[config.mk]
export PLATFORM = sky130hd
export DESIGN_NAME = eprom_eeprom_program_control
export DESIGN_NICKNAME = d
export VERILOG_FILES = /design/src/nvm_pkg.sv /design/src/dm_target_if.sv /design/src/eprom_eeprom_program_control.sv /design/src/dm_target_decode.sv
export SDC_FILE = /design/constraint.sdc
export NUM_CORES = 1
export LEC_CHECK = 0
export BUFFER_PORTS_ARGS = -buffer_cell sky130_fd_sc_hd__buf_2
export CORE_MARGIN = 2
export CORE_UTILIZATION = 48
export CTS_CLUSTER_SIZE = 16
export DETAILED_ROUTE_END_ITERATION = 16
export GPL_ROUTABILITY_DRIVEN = 1
export GPL_TIMING_DRIVEN = 1
export PLACE_DENSITY = 0.86
export SETUP_SLACK_MARGIN = 0.4
export SYNTH_ARGS = -nofsm -noshare
export SYNTH_HDL_FRONTEND = slang
export SYNTH_SLANG_ARGS = --single-unit
[constraint.sdc]
create_clock -name pclk -period 2.6 [get_ports pclk]
set_input_delay 0.39 -clock pclk [delete_from_list [all_inputs] [get_ports pclk]]
set_output_delay 0.39 -clock pclk [all_outputs]
set_load 0.05 [all_outputs]
[src/nvm_pkg.sv]
/*
 Constants, types and helpers shared by the nonvolatile-memory program control.
 Assumes a 100 MHz pclk and an APB register window decoded on 12 address bits.
*/
package nvm_pkg;
   // Register byte addresses on APB
   localparam logic [11:0] OFS_PM_CTRL = 12'h000;
   localparam logic [11:0] OFS_DM_CTRL = 12'h004;
   localparam logic [11:0] OFS_BLOCK_PROTECT = 12'h008;
   localparam logic [11:0] OFS_DM_MAP = 12'h00c;
   // Program-memory control fields
   localparam int PM_MBE = 7;
   localparam int PM_PROG_MEMORY_LATCH_CONTROL = 5;
   localparam int PM_EXTRA_COLUMN_SELECT = 4;
   localparam int PM_EXTRA_ROW_SELECT = 3;
   localparam int PM_PROG_MEMORY_VOLTAGE_ENABLE = 0;
   // Data-memory control fields
   localparam int DM_LOW_VOLTAGE_INHIBIT_FLAG = 5;
   localparam int DM_BYTE = 4;
   localparam int DM_ROW = 3;
   localparam int DM_ERASE = 2;
   localparam int DM_DATA_MEMORY_LATCH_CONTROL = 1;
   localparam int DM_DATA_MEMORY_PROGRAM_COMMAND = 0;
   // Block-protect fields
   localparam int BP_BULK_ERASE_PROTECT = 7;
   localparam int BP_LOW_VOLTAGE_PROTECT_ENABLE = 6;
   localparam int BP_UPPER = 5;
   localparam int BP_CFG = 4;
   // Map register field
   localparam int MAP_LSB = 4;
   // Reset values
   localparam logic [7:0] PM_CTRL_RESET = 8'h00;
   localparam logic [7:0] DM_CTRL_RESET = 8'h00;
   localparam logic [7:0] BLOCK_PROTECT_RESET = 8'hff;
   localparam logic [3:0] DM_PAGE_RESET = 4'h0;
   localparam logic [7:0] ERASED_BYTE = 8'hff;
   // Data-memory placement inside a 4-Kbyte page
   localparam logic [11:0] DM_BASE = 12'hd80;
   localparam int DM_BYTES = 640;
   localparam logic [9:0] ROW_MASK = 10'h3f0;
   // Block boundaries as offsets from the base
   localparam logic [9:0] BLK1_START = 10'h020;
   localparam logic [9:0] BLK2_START = 10'h060;
   localparam logic [9:0] BLK3_START = 10'h0e0;
   localparam logic [9:0] BLK4_START = 10'h200;
   // Protect-clear window after reset
   localparam logic [6:0] BLOCK_PROTECT_WINDOW = 7'h40;
   // Software hold times for the voltage enables
   localparam int CLK_MHZ = 100;
   localparam int PM_HOLD_US = 2000;
   localparam int DM_HOLD_US = 10000;
   localparam int PM_HOLD_CYCLES = PM_HOLD_US * CLK_MHZ;
   localparam int DM_HOLD_CYCLES = DM_HOLD_US * CLK_MHZ;

   typedef enum logic [1:0] {SCOPE_BULK, SCOPE_ROW, SCOPE_BYTE} erase_scope_type;

   // Byte select wins over row select
   function automatic erase_scope_type scope_of(input logic byte_sel, input logic row_sel);
      if (byte_sel) begin
         return SCOPE_BYTE;
      end
      return row_sel ? SCOPE_ROW : SCOPE_BULK;
   endfunction

   // One-hot protect block of a data-memory offset
   function automatic logic [4:0] block_of(input logic [9:0] ofs);
      if (ofs >= BLK4_START) begin
         return 5'h10;
      end
      if (ofs >= BLK3_START) begin
         return 5'h08;
      end
      if (ofs >= BLK2_START) begin
         return 5'h04;
      end
      return (ofs >= BLK1_START) ? 5'h02 : 5'h01;
   endfunction
endpackage

[src/dm_target_if.sv]
/*
 Carries a CPU address to the data-memory decoder and its verdict back.
 Assumes both ends sit in the pclk domain.
*/
`timescale 1ns/1ps
`default_nettype none
interface dm_target_if;
   logic [15:0] addr;
   logic [3:0] page;
   logic map_enable;
   logic hit;
   logic [9:0] offset;
   logic [4:0] block;
   modport decoder(input addr, page, map_enable, output hit, offset, block);
   modport user(output addr, page, map_enable, input hit, offset, block);
endinterface
`default_nettype wire

[src/eprom_eeprom_program_control.sv]
/*
 Program and erase control for program memory and byte-erasable data memory,
 with APB register access. Assumes the memory arrays, charge pump and mode
 logic sit outside and follow the strobes and latched values given here.
*/
`timescale 1ns/1ps
`default_nettype none
module eprom_eeprom_program_control
   import nvm_pkg::*;
(
   input wire logic pclk,
   input wire logic presetn,
   input wire logic psel,
   input wire logic penable,
   input wire logic pwrite,
   input wire logic [11:0] paddr,
   input wire logic [31:0] pwdata,
   output logic [31:0] prdata,
   output logic pready,
   output logic pslverr,
   input wire logic special_mode,
   input wire logic data_memory_map_enable,
   input wire logic vdd_unsafe,
   input wire logic [15:0] mem_addr,
   input wire logic mem_write,
   input wire logic [7:0] mem_wdata,
   input wire logic pm_write,
   output logic pm_read_enable,
   output logic pm_user_array_enable,
   output logic [11:0] pm_decode_addr,
   output logic pm_addr_bit5_ignore,
   output logic [15:0] pm_latch_addr,
   output logic [7:0] pm_latch_data,
   output logic pm_voltage_on,
   output logic dm_read_select,
   output logic [9:0] dm_latch_offset,
   output logic [7:0] dm_latch_data,
   output logic dm_erase_mode,
   output erase_scope_type dm_erase_scope,
   output logic dm_op_refused,
   output logic dm_voltage_on
);
   // Control state
   logic multi_byte_program_enable;
   logic prog_memory_latch_control;
   logic extra_column_select;
   logic extra_row_select;
   logic prog_memory_voltage_enable;
   logic byte_sel;
   logic row_sel;
   logic erase_sel;
   logic data_memory_latch_control;
   logic data_memory_program_command;
   logic low_voltage_inhibit_flag;
   logic [7:0] block_protect;
   logic [3:0] data_memory_page;
   logic map_locked;
   logic protect_cleared;
   logic [6:0] reset_cycles;
   logic armed;

   // Bus decode
   logic setup_phase;
   logic write_access;
   logic [7:0] wd;
   logic hit_pm;
   logic hit_dm;
   logic hit_bp;
   logic hit_map;
   logic mapped;
   logic [7:0] pm_read_val;
   logic [7:0] dm_read_val;
   logic [7:0] read_val;

   // Data-memory capture and protection
   logic low_voltage_protect_enable;
   logic bulk_erase_protect;
   logic [4:0] protect_blocks;
   logic low_voltage_inhibit_flag_active;
   logic dm_capture;
   logic protected_hit;
   logic any_protect;
   logic next_refused;
   erase_scope_type scope_now;
   logic [9:0] next_offset;
   logic window_open;
   logic [7:0] next_block_protect;
   logic next_dm_voltage;

   dm_target_if tgt();

   dm_target_decode u_decode (
      .t(tgt.decoder)
   );

   // APB strobes, zero-wait answer
   assign setup_phase = psel && !penable;
   assign write_access = psel && penable && pwrite;
   assign wd = pwdata[7:0];
   assign hit_pm = (paddr == OFS_PM_CTRL);
   assign hit_dm = (paddr == OFS_DM_CTRL);
   assign hit_bp = (paddr == OFS_BLOCK_PROTECT);
   assign hit_map = (paddr == OFS_DM_MAP);
   assign mapped = hit_pm || hit_dm || hit_bp || hit_map;
   assign pready = 1'b1;
   assign pslverr = psel && penable && !mapped;

   // Read views with mode-gated and unimplemented bits
   assign pm_read_val = {multi_byte_program_enable && special_mode, 1'b0,
      prog_memory_latch_control, extra_column_select && special_mode,
      extra_row_select && special_mode, 2'h0, prog_memory_voltage_enable};
   assign dm_read_val = {2'h0, low_voltage_inhibit_flag_active, byte_sel, row_sel, erase_sel,
      data_memory_latch_control, data_memory_program_command};
   assign read_val = hit_pm ? pm_read_val :
      hit_dm ? dm_read_val :
      hit_bp ? block_protect :
      hit_map ? {data_memory_page, 4'h0} : 8'h00;

   // Read data taken in the setup cycle
   always_ff @(posedge pclk or negedge presetn) begin
      if (!presetn) begin
         prdata <= 32'h0000_0000;
      end else if (setup_phase && !pwrite) begin
         prdata <= {24'h00_0000, read_val};
      end
   end

   // Program-memory control register
   always_ff @(posedge pclk or negedge presetn) begin
      if (!presetn) begin
         multi_byte_program_enable <= PM_CTRL_RESET[PM_MBE];
         prog_memory_latch_control <= PM_CTRL_RESET[PM_PROG_MEMORY_LATCH_CONTROL];
         extra_column_select <= PM_CTRL_RESET[PM_EXTRA_COLUMN_SELECT];
         extra_row_select <= PM_CTRL_RESET[PM_EXTRA_ROW_SELECT];
         prog_memory_voltage_enable <= PM_CTRL_RESET[PM_PROG_MEMORY_VOLTAGE_ENABLE];
      end else if (write_access && hit_pm) begin
         if (special_mode) begin
            multi_byte_program_enable <= wd[PM_MBE];
            extra_column_select <= wd[PM_EXTRA_COLUMN_SELECT];
            extra_row_select <= wd[PM_EXTRA_ROW_SELECT];
         end
         if (!prog_memory_voltage_enable) begin
            prog_memory_latch_control <= wd[PM_PROG_MEMORY_LATCH_CONTROL];
         end
         if (prog_memory_latch_control) begin
            prog_memory_voltage_enable <= wd[PM_PROG_MEMORY_VOLTAGE_ENABLE];
         end
      end
   end

   // Program-memory address path
   assign pm_read_enable = !prog_memory_latch_control;
   assign pm_user_array_enable = !(extra_column_select || extra_row_select);
   assign pm_decode_addr = extra_column_select ? {mem_addr[11:5], 5'h00} :
      extra_row_select ? {6'h00, mem_addr[5:0]} : mem_addr[11:0];
   assign pm_addr_bit5_ignore = multi_byte_program_enable;
   assign pm_voltage_on = prog_memory_voltage_enable;

   // Capture of the program-memory target
   always_ff @(posedge pclk or negedge presetn) begin
      if (!presetn) begin
         pm_latch_addr <= 16'h0000;
         pm_latch_data <= 8'h00;
      end else if (pm_write && prog_memory_latch_control) begin
         pm_latch_addr <= mem_addr;
         pm_latch_data <= mem_wdata;
      end
   end

   // Data-memory control register
   always_ff @(posedge pclk or negedge presetn) begin
      if (!presetn) begin
         byte_sel <= DM_CTRL_RESET[DM_BYTE];
         row_sel <= DM_CTRL_RESET[DM_ROW];
         erase_sel <= DM_CTRL_RESET[DM_ERASE];
         data_memory_latch_control <= DM_CTRL_RESET[DM_DATA_MEMORY_LATCH_CONTROL];
         data_memory_program_command <= DM_CTRL_RESET[DM_DATA_MEMORY_PROGRAM_COMMAND];
      end else if (write_access && hit_dm) begin
         byte_sel <= wd[DM_BYTE];
         row_sel <= wd[DM_ROW];
         erase_sel <= wd[DM_ERASE];
         data_memory_latch_control <= wd[DM_DATA_MEMORY_LATCH_CONTROL];
         data_memory_program_command <= wd[DM_DATA_MEMORY_PROGRAM_COMMAND];
      end
   end

   // Low-voltage inhibit follows supply while protection is enabled
   assign low_voltage_protect_enable = block_protect[BP_LOW_VOLTAGE_PROTECT_ENABLE];
   assign low_voltage_inhibit_flag_active = low_voltage_inhibit_flag && low_voltage_protect_enable;
   always_ff @(posedge pclk or negedge presetn) begin
      if (!presetn) begin
         low_voltage_inhibit_flag <= 1'b0;
      end else begin
         low_voltage_inhibit_flag <= low_voltage_protect_enable && vdd_unsafe;
      end
   end

   // Cycle count for the protect-clear window
   always_ff @(posedge pclk or negedge presetn) begin
      if (!presetn) begin
         reset_cycles <= 7'h00;
      end else if (reset_cycles < BLOCK_PROTECT_WINDOW) begin
         reset_cycles <= reset_cycles + 7'h01;
      end
   end

   // Protect bits clear once early in normal modes; set freely
   assign window_open = (reset_cycles < BLOCK_PROTECT_WINDOW) && !protect_cleared;
   assign next_block_protect = (special_mode || window_open) ? wd : (block_protect | wd);
   always_ff @(posedge pclk or negedge presetn) begin
      if (!presetn) begin
         block_protect <= BLOCK_PROTECT_RESET;
         protect_cleared <= 1'b0;
      end else if (write_access && hit_bp) begin
         block_protect <= next_block_protect;
         if (!special_mode && window_open) begin
            protect_cleared <= 1'b1;
         end
      end
   end

   // Data-memory page register, written once in normal modes
   always_ff @(posedge pclk or negedge presetn) begin
      if (!presetn) begin
         data_memory_page <= DM_PAGE_RESET;
         map_locked <= 1'b0;
      end else if (write_access && hit_map && (special_mode || !map_locked)) begin
         data_memory_page <= wd[MAP_LSB+3:MAP_LSB];
         map_locked <= !special_mode;
      end
   end

   // Window decode of the CPU address
   assign tgt.addr = mem_addr;
   assign tgt.page = data_memory_page;
   assign tgt.map_enable = data_memory_map_enable;
   assign dm_read_select = tgt.hit && !data_memory_latch_control;

   // Target selection and protection check
   assign bulk_erase_protect = block_protect[BP_BULK_ERASE_PROTECT];
   assign protect_blocks = {block_protect[BP_UPPER], block_protect[3:0]};
   assign protected_hit = |(tgt.block & protect_blocks);
   assign any_protect = |protect_blocks;
   assign scope_now = scope_of(byte_sel, row_sel);
   assign dm_capture = mem_write && tgt.hit && data_memory_latch_control;
   assign next_offset = !erase_sel ? tgt.offset :
      (scope_now == SCOPE_BYTE) ? tgt.offset :
      (scope_now == SCOPE_ROW) ? (tgt.offset & ROW_MASK) : 10'h000;
   assign next_refused = !erase_sel ? protected_hit :
      (scope_now == SCOPE_BULK) ? (bulk_erase_protect || any_protect) :
      (scope_now == SCOPE_ROW) ? (bulk_erase_protect || protected_hit) : protected_hit;

   // Latch of the data-memory target
   always_ff @(posedge pclk or negedge presetn) begin
      if (!presetn) begin
         dm_latch_offset <= 10'h000;
         dm_latch_data <= 8'h00;
         dm_erase_mode <= 1'b0;
         dm_erase_scope <= SCOPE_BULK;
         dm_op_refused <= 1'b0;
         armed <= 1'b0;
      end else if (!data_memory_latch_control) begin
         armed <= 1'b0;
      end else if (dm_capture) begin
         dm_latch_offset <= next_offset;
         dm_latch_data <= erase_sel ? ERASED_BYTE : mem_wdata;
         dm_erase_mode <= erase_sel;
         dm_erase_scope <= scope_now;
         dm_op_refused <= next_refused;
         armed <= 1'b1;
      end
   end

   // Array voltage switched by the program command
   assign next_dm_voltage = data_memory_program_command && data_memory_latch_control &&
      armed && !dm_op_refused && !low_voltage_inhibit_flag_active;
   always_ff @(posedge pclk or negedge presetn) begin
      if (!presetn) begin
         dm_voltage_on <= 1'b0;
      end else begin
         dm_voltage_on <= next_dm_voltage;
      end
   end
endmodule
`default_nettype wire

[src/dm_target_decode.sv]
/*
 Decodes a CPU address against the movable data-memory window.
 Assumes the window page and enable come from the control block.
*/
`timescale 1ns/1ps
`default_nettype none
module dm_target_decode
   import nvm_pkg::*;
(
   dm_target_if.decoder t
);
   logic [11:0] diff;

   // Window at page:D80..FFF when enabled
   assign diff = t.addr[11:0] - DM_BASE;
   assign t.hit = t.map_enable && (t.addr[15:12] == t.page) && (t.addr[11:0] >= DM_BASE);
   assign t.offset = diff[9:0];
   assign t.block = block_of(diff[9:0]);
endmodule
`default_nettype wire

---- Word level (Yosys, flattened, before mapping) ----
Index checks and enable logic that the tools add are counted.
storage, ports and cells
  logic and storage cells ................. 132
  output and inout port bits .............. 98
  register bits after elaboration ......... 88
  bits of input ports ..................... 78
operators by class
  muxes and demuxes ....................... 33
  reductions and logical operators ........ 55
  add/sub/neg operators ................... 2
  bitwise gates (word level) .............. 3
  $lt $le $gt $ge ......................... 6
  equal/unequal tests ..................... 7
operators by type and width
  cell                     count
  $mux W8                  6
  $mux W10                 3
  $mux W5                  6
  $logic_and A1 B1 Y1      27
  $eq A12 B4 Y1 const B    2
  $mux W12                 2
  $mux W1                  13
  $eq A12 B3 Y1 const B    1
  $ge A12 B12 Y1 const B   1
  $logic_not A12 Y1        1
  $logic_not A1 Y1         11
  $ge A10 B10 Y1 const B   1
  $ge A10 B6 Y1 const B    1
  $ge A10 B7 Y1 const B    1
  $ge A10 B8 Y1 const B    1
  $reduce_and A2 Y1        5
  $reduce_or A5 Y1         2
  $sub A10 B9 Y10 const B  1
  $logic_or A1 B1 Y1       8
  $or A8 B8 Y8             1
  $add A7 B1 Y7 const B    1
  $lt A7 B7 Y1 const B     1
  $mux W2                  3
  $and A5 B5 Y5            1
  6 further kinds          6

---- Logic depth before layout (Yosys ltp) ----
  depth in word-level cells ............... 15
  gate-level depth with buffers ........... 7
  mapped depth without buffers ............ 6

---- Modules after synthesis ----
A second synthesis with hierarchy kept.
unflattened totals
  cells, all modules ...................... 361
  area total of the unflattened synthesis .. 4,177.8 um^2
modules (own cells, without submodules)
  module                        seq. area each (um^2)  cells an instance  times used  area each (um^2)
  eprom_eeprom_program_control  2,212.1                326                1           3,922.5
  dm_target_decode              0.0                    35                 1           255.2

---- Least setup slack after synthesis ----
No wires, ideal clock.
  path kind ............................... flip-flop to output port
  start ................................... register data_memory_page[2]
  end ..................................... output port dm_read_select
  data arrival time ....................... 2.195 ns
  data required time ...................... 2.210 ns
  path buffers ............................ 0
  slack ................................... 0.015 ns
  cell stages (with the launch flop) ...... 4
  cells stage by stage .................... dfrtp_1 xor2_1 or4_4 nor3_1
on the way
  word-level cells in the longest chain between the ends .. 4
RTL lines
  item                              line                                 RTL
  start, declared                   eprom_eeprom_program_control.sv:56   logic [3:0] data_memory_page;
  start signal, assigned            eprom_eeprom_program_control.sv:228  data_memory_page <= wd[MAP_LSB+3:MAP_LSB];
  $eq A4 B4 Y1                      dm_target_decode.sv:16               assign t.hit = t.map_enable && (t.addr[15:12] == t.page) && (t.addr[11:0] >= DM_BASE);
  $logic_and A1 B1 Y1 (2 in a row)  dm_target_decode.sv:16
  $logic_and A1 B1 Y1               eprom_eeprom_program_control.sv:237  assign dm_read_select = tgt.hit && !data_memory_latch_control;
  end, declared                     eprom_eeprom_program_control.sv:35   output logic dm_read_select,
Every way passes these cells.

---- Worst setup path in the final report ----
Same ends and word-level chain as after synthesis.

==> reports/metrics.cfg <==
[run_status]
status=complete, no violations

[finish]
drive_gt1_share_pct=40.9
multi_input_area_um2=1730
postLayoutCoreUtil_pct=60.4
diodes=0
design_area_um2=5020
area_delta_synth_final_pct=21.4
nets=584
final_cell_mix=buf_2, dfrtp_1, nand2_1, mux2_2, conb_1
nFillCells=702
mostFrequentLayoutCell=buf_2
seq_area_um2=2210

[clock_network]
cts_buffers=9
cts.sinks=88
cts_hold_buf=0
clk_pin_slew_ns=0.08
cts-root-buf=clkbuf_8
cts_tree=done
clock_latency_ns=0.36
h-tree-depth=3
clk_path_buf_depth=2

[critical_path]
startpoint_type=flop
slowest_stage=or4_4
timing.rr.end=dm_latch_offset[9]$_DFFE_PN0P_
worstPathRequired_ns=2.21
cp-end-kind=output pin
max_stage_delay_ns=0.52
path_max_fanout=3
crit_chain=xor2_1, or4_4, nor3_4, buf_6
r2r_cells=5
worst_ep_arrival_time_ns=1.79
critPathKind=flop to output pin
timing.rr.start=data_memory_page[2]$_DFFE_PN0P_
regToRegSetupSlack_ns=0.54

[power_and_ir_drop]
p_per_area_nw_per_um2=510
vdd_ir_drop_max_v=0.000250
power_leakage_uw=0.00272

[global_routing]
grtUsageMet3_pct=3.68
grt_pass1_wl_mm=16.3
grt_pass1_vias=3135
globalRouteOverflowTotal=0
grt_max_degree=46
grtUsageMet2_pct=36.0
grt_use_met1_pct=29.4
antenna_found_initial=0
gr-usage-all-layers_pct=21.6
grt_busiest_layer=met2

[run]
cap_violations=0

[logic_synthesis]
synth_mux_area_share_pct=12.1
synth_top_family_by_area=simple AND/OR/NAND/NOR gates
synth_xor_area_share_pct=2.12
async_flop_share_pct=100
yosysSeqAreaShare_pct=53.6
synth_edf_count=0
synth_area_leaders=dfrtp_1, mux2_2, nand2_1, dfstp_2, buf_4
yosysTopAreaCellShare_pct=48.5
synthFlopType=dfrtp_1
synth_area_leader_cell=dfrtp_1
ys_ff_latch=88
yosysWarnings=0
synth_cells=371
synth_compound_area_share_pct=7.88
yosys.area_share.simple_pct=16.3
synthAdderAreaFrac_pct=0.909
syn_avg_cell_area_um2=11.1
syn_area_um2=4130
ys_types=50

[sta]
max_freq_ghz=0.459
clock_skew_ns=0.00784
drv_slew=0
relSlewSlack_pct=56.4
finalSetupViolations=0
rsz0062_at_grt=true
period_needed_ns=2.18
tightest_slew_ns=0.649
finalHoldViolCount=0
fin_crit_sh_pct=83.7
tns_ns=0

[detailed_routing]
antenna_left=0
drt-initial-drc-count=108
wl_per_cell_um=16.0
firstDrtPassIters=4
finalWirelength_mm=9.81
num_vias=3202
drcViolationCount=0
vias_per_cell=5.22

[place]
port_buffers=126
place_congestion=0.894
hpwl_mm=7.26
dpl_cell_area_um2=4780

[floorplanning]
die_h_um=96.8
die_w_um=96.8
rows=33
io_pins=176
coreArea_um2=8300
dieArea_um2=9360
start_util_pct=49.8

[hold_path]
hold_path_class=input pin to async pin

-- synth_stat cells, types with 2 or more instances --
master / number
nand2b_1: 3
or3b_2: 2
mux2_2: 38
nor3_1: 3
nor2_1: 14
nand2_1: 60
nand4b_1: 3
clkbuf_1: 7
dfrtp_1: 80
xnor2_1: 5
a22o_1: 8
nor4_1: 4
ha_1: 3
o21ai_0: 16
nand3_1: 10
a21oi_1: 5
buf_6: 2
or4_1: 2
conb_1: 2
a21o_1: 2
and2_1: 7
buf_4: 27
inv_1: 8
a22oi_1: 4
nor4_4: 2
mux2i_1: 7
o31ai_1: 7
dfstp_2: 8
or3_1: 2
nor2b_1: 6
xor2_1: 5
-- worst max-delay path, delay by kind of cell, from the launching register on --
family	cells	cell delay, ns
XOR/XNOR	1	0.18
flip-flops	1	0.41
AND/OR/NAND/NOR	2	0.66
buffers and inverters	1	0.18
-- layout make-up --
| cell class | instances | share of cell area (%) |
|---|---|---|
| Clock buffer | 14 | 3.44 |
| Clock inverter | 2 | 0.249 |
| Inverter | 8 | 0.599 |
| Multi-Input combinational cell | 260 | 34.5 |
| Sequential cell | 88 | 44.1 |
| Tap cell | 105 | 2.62 |
| Timing Repair Buffer | 136 | 14.5 |
-- power by group --
part / leakage, uW / internal (uW) / switching [uW]
sequential: 0.00118 / 1370 / 2.03
combinational: 0.00145 / 63.6 / 221
clock: 0.0000927 / 426 / 473
-- per-layer routing --
metal | wire length [um] | vias up
li1 | - | 1501
met1 | 4210 | 1568
met2 | 4950 | 120
met3 | 544 | 13
met4 | 110 | 0
met5 | 0 | -
-- per-stage QoR --
stage / hold WS, ns / worst slack, ns / instances / power (uW)
global route: 0.0746 / 0.372 / 613 / 2660
floorplan: 0.0944 / 0.444 / 394 / 1610
finish: 0.0167 / 0.423 / 613 / 2560
global placement: 0.420 / 0.422 / 592 / 1680
CTS: 0.0439 / 0.412 / 611 / 2570
detailed placement: 0.430 / 0.397 / 592 / 1680
-- state kept, by name, indices dropped and copies added, names as in the netlist, 2 cells and up --
signal and flops:
pm_latch_addr 16, dm_latch_offset 10, pm_latch_data 8, reset_cycles 7, dm_latch_data 8, block_protect 8, data_memory_page 4, dm_erase_scope 2
prdata 8
-- logic make-up (layout without fill, tap and decap cells) --
| family | Yosys count | count (layout) |
|---|---|---|
| flip-flops | 88 | 88 |
| other | 2 | 25 |
| adder cells (fa/ha/maj) | 3 | 3 |
| AO/OA/AOI/OAI | 49 | 49 |
| AND/OR/NAND/NOR | 128 | 128 |
| XOR/XNOR | 10 | 10 |
| buffers and inverters | 46 | 160 |
| multiplexers | 45 | 45 |
-- how the worst max path moves through the flow --
| stage | start | depth (start not counted) | endpoint |
|---|---|---|---|
| after detailed placement | mem_addr[14] | 6 | dm_op_refused$_DFFE_PN0P_ |
| after CTS | data_memory_page[1]$_DFFE_PN0P_ | 4 | dm_read_select |
| after global placement | mem_addr[14] | 6 | dm_latch_offset[9]$_DFFE_PN0P_ |
| after floorplan | data_memory_page[2]$_DFFE_PN0P_ | 3 | dm_read_select |
| final | data_memory_page[2]$_DFFE_PN0P_ | 4 | dm_read_select |
| after global routing | data_memory_page[1]$_DFFE_PN0P_ | 4 | dm_read_select |
-- timing repair --
item,CTS,global route
pin swaps,2,2
gates cloned,0,0
resized for setup,3,1
setup endpoints to repair,1,16
buffers inserted,3,2
Power figures use the tool's default switching activity.
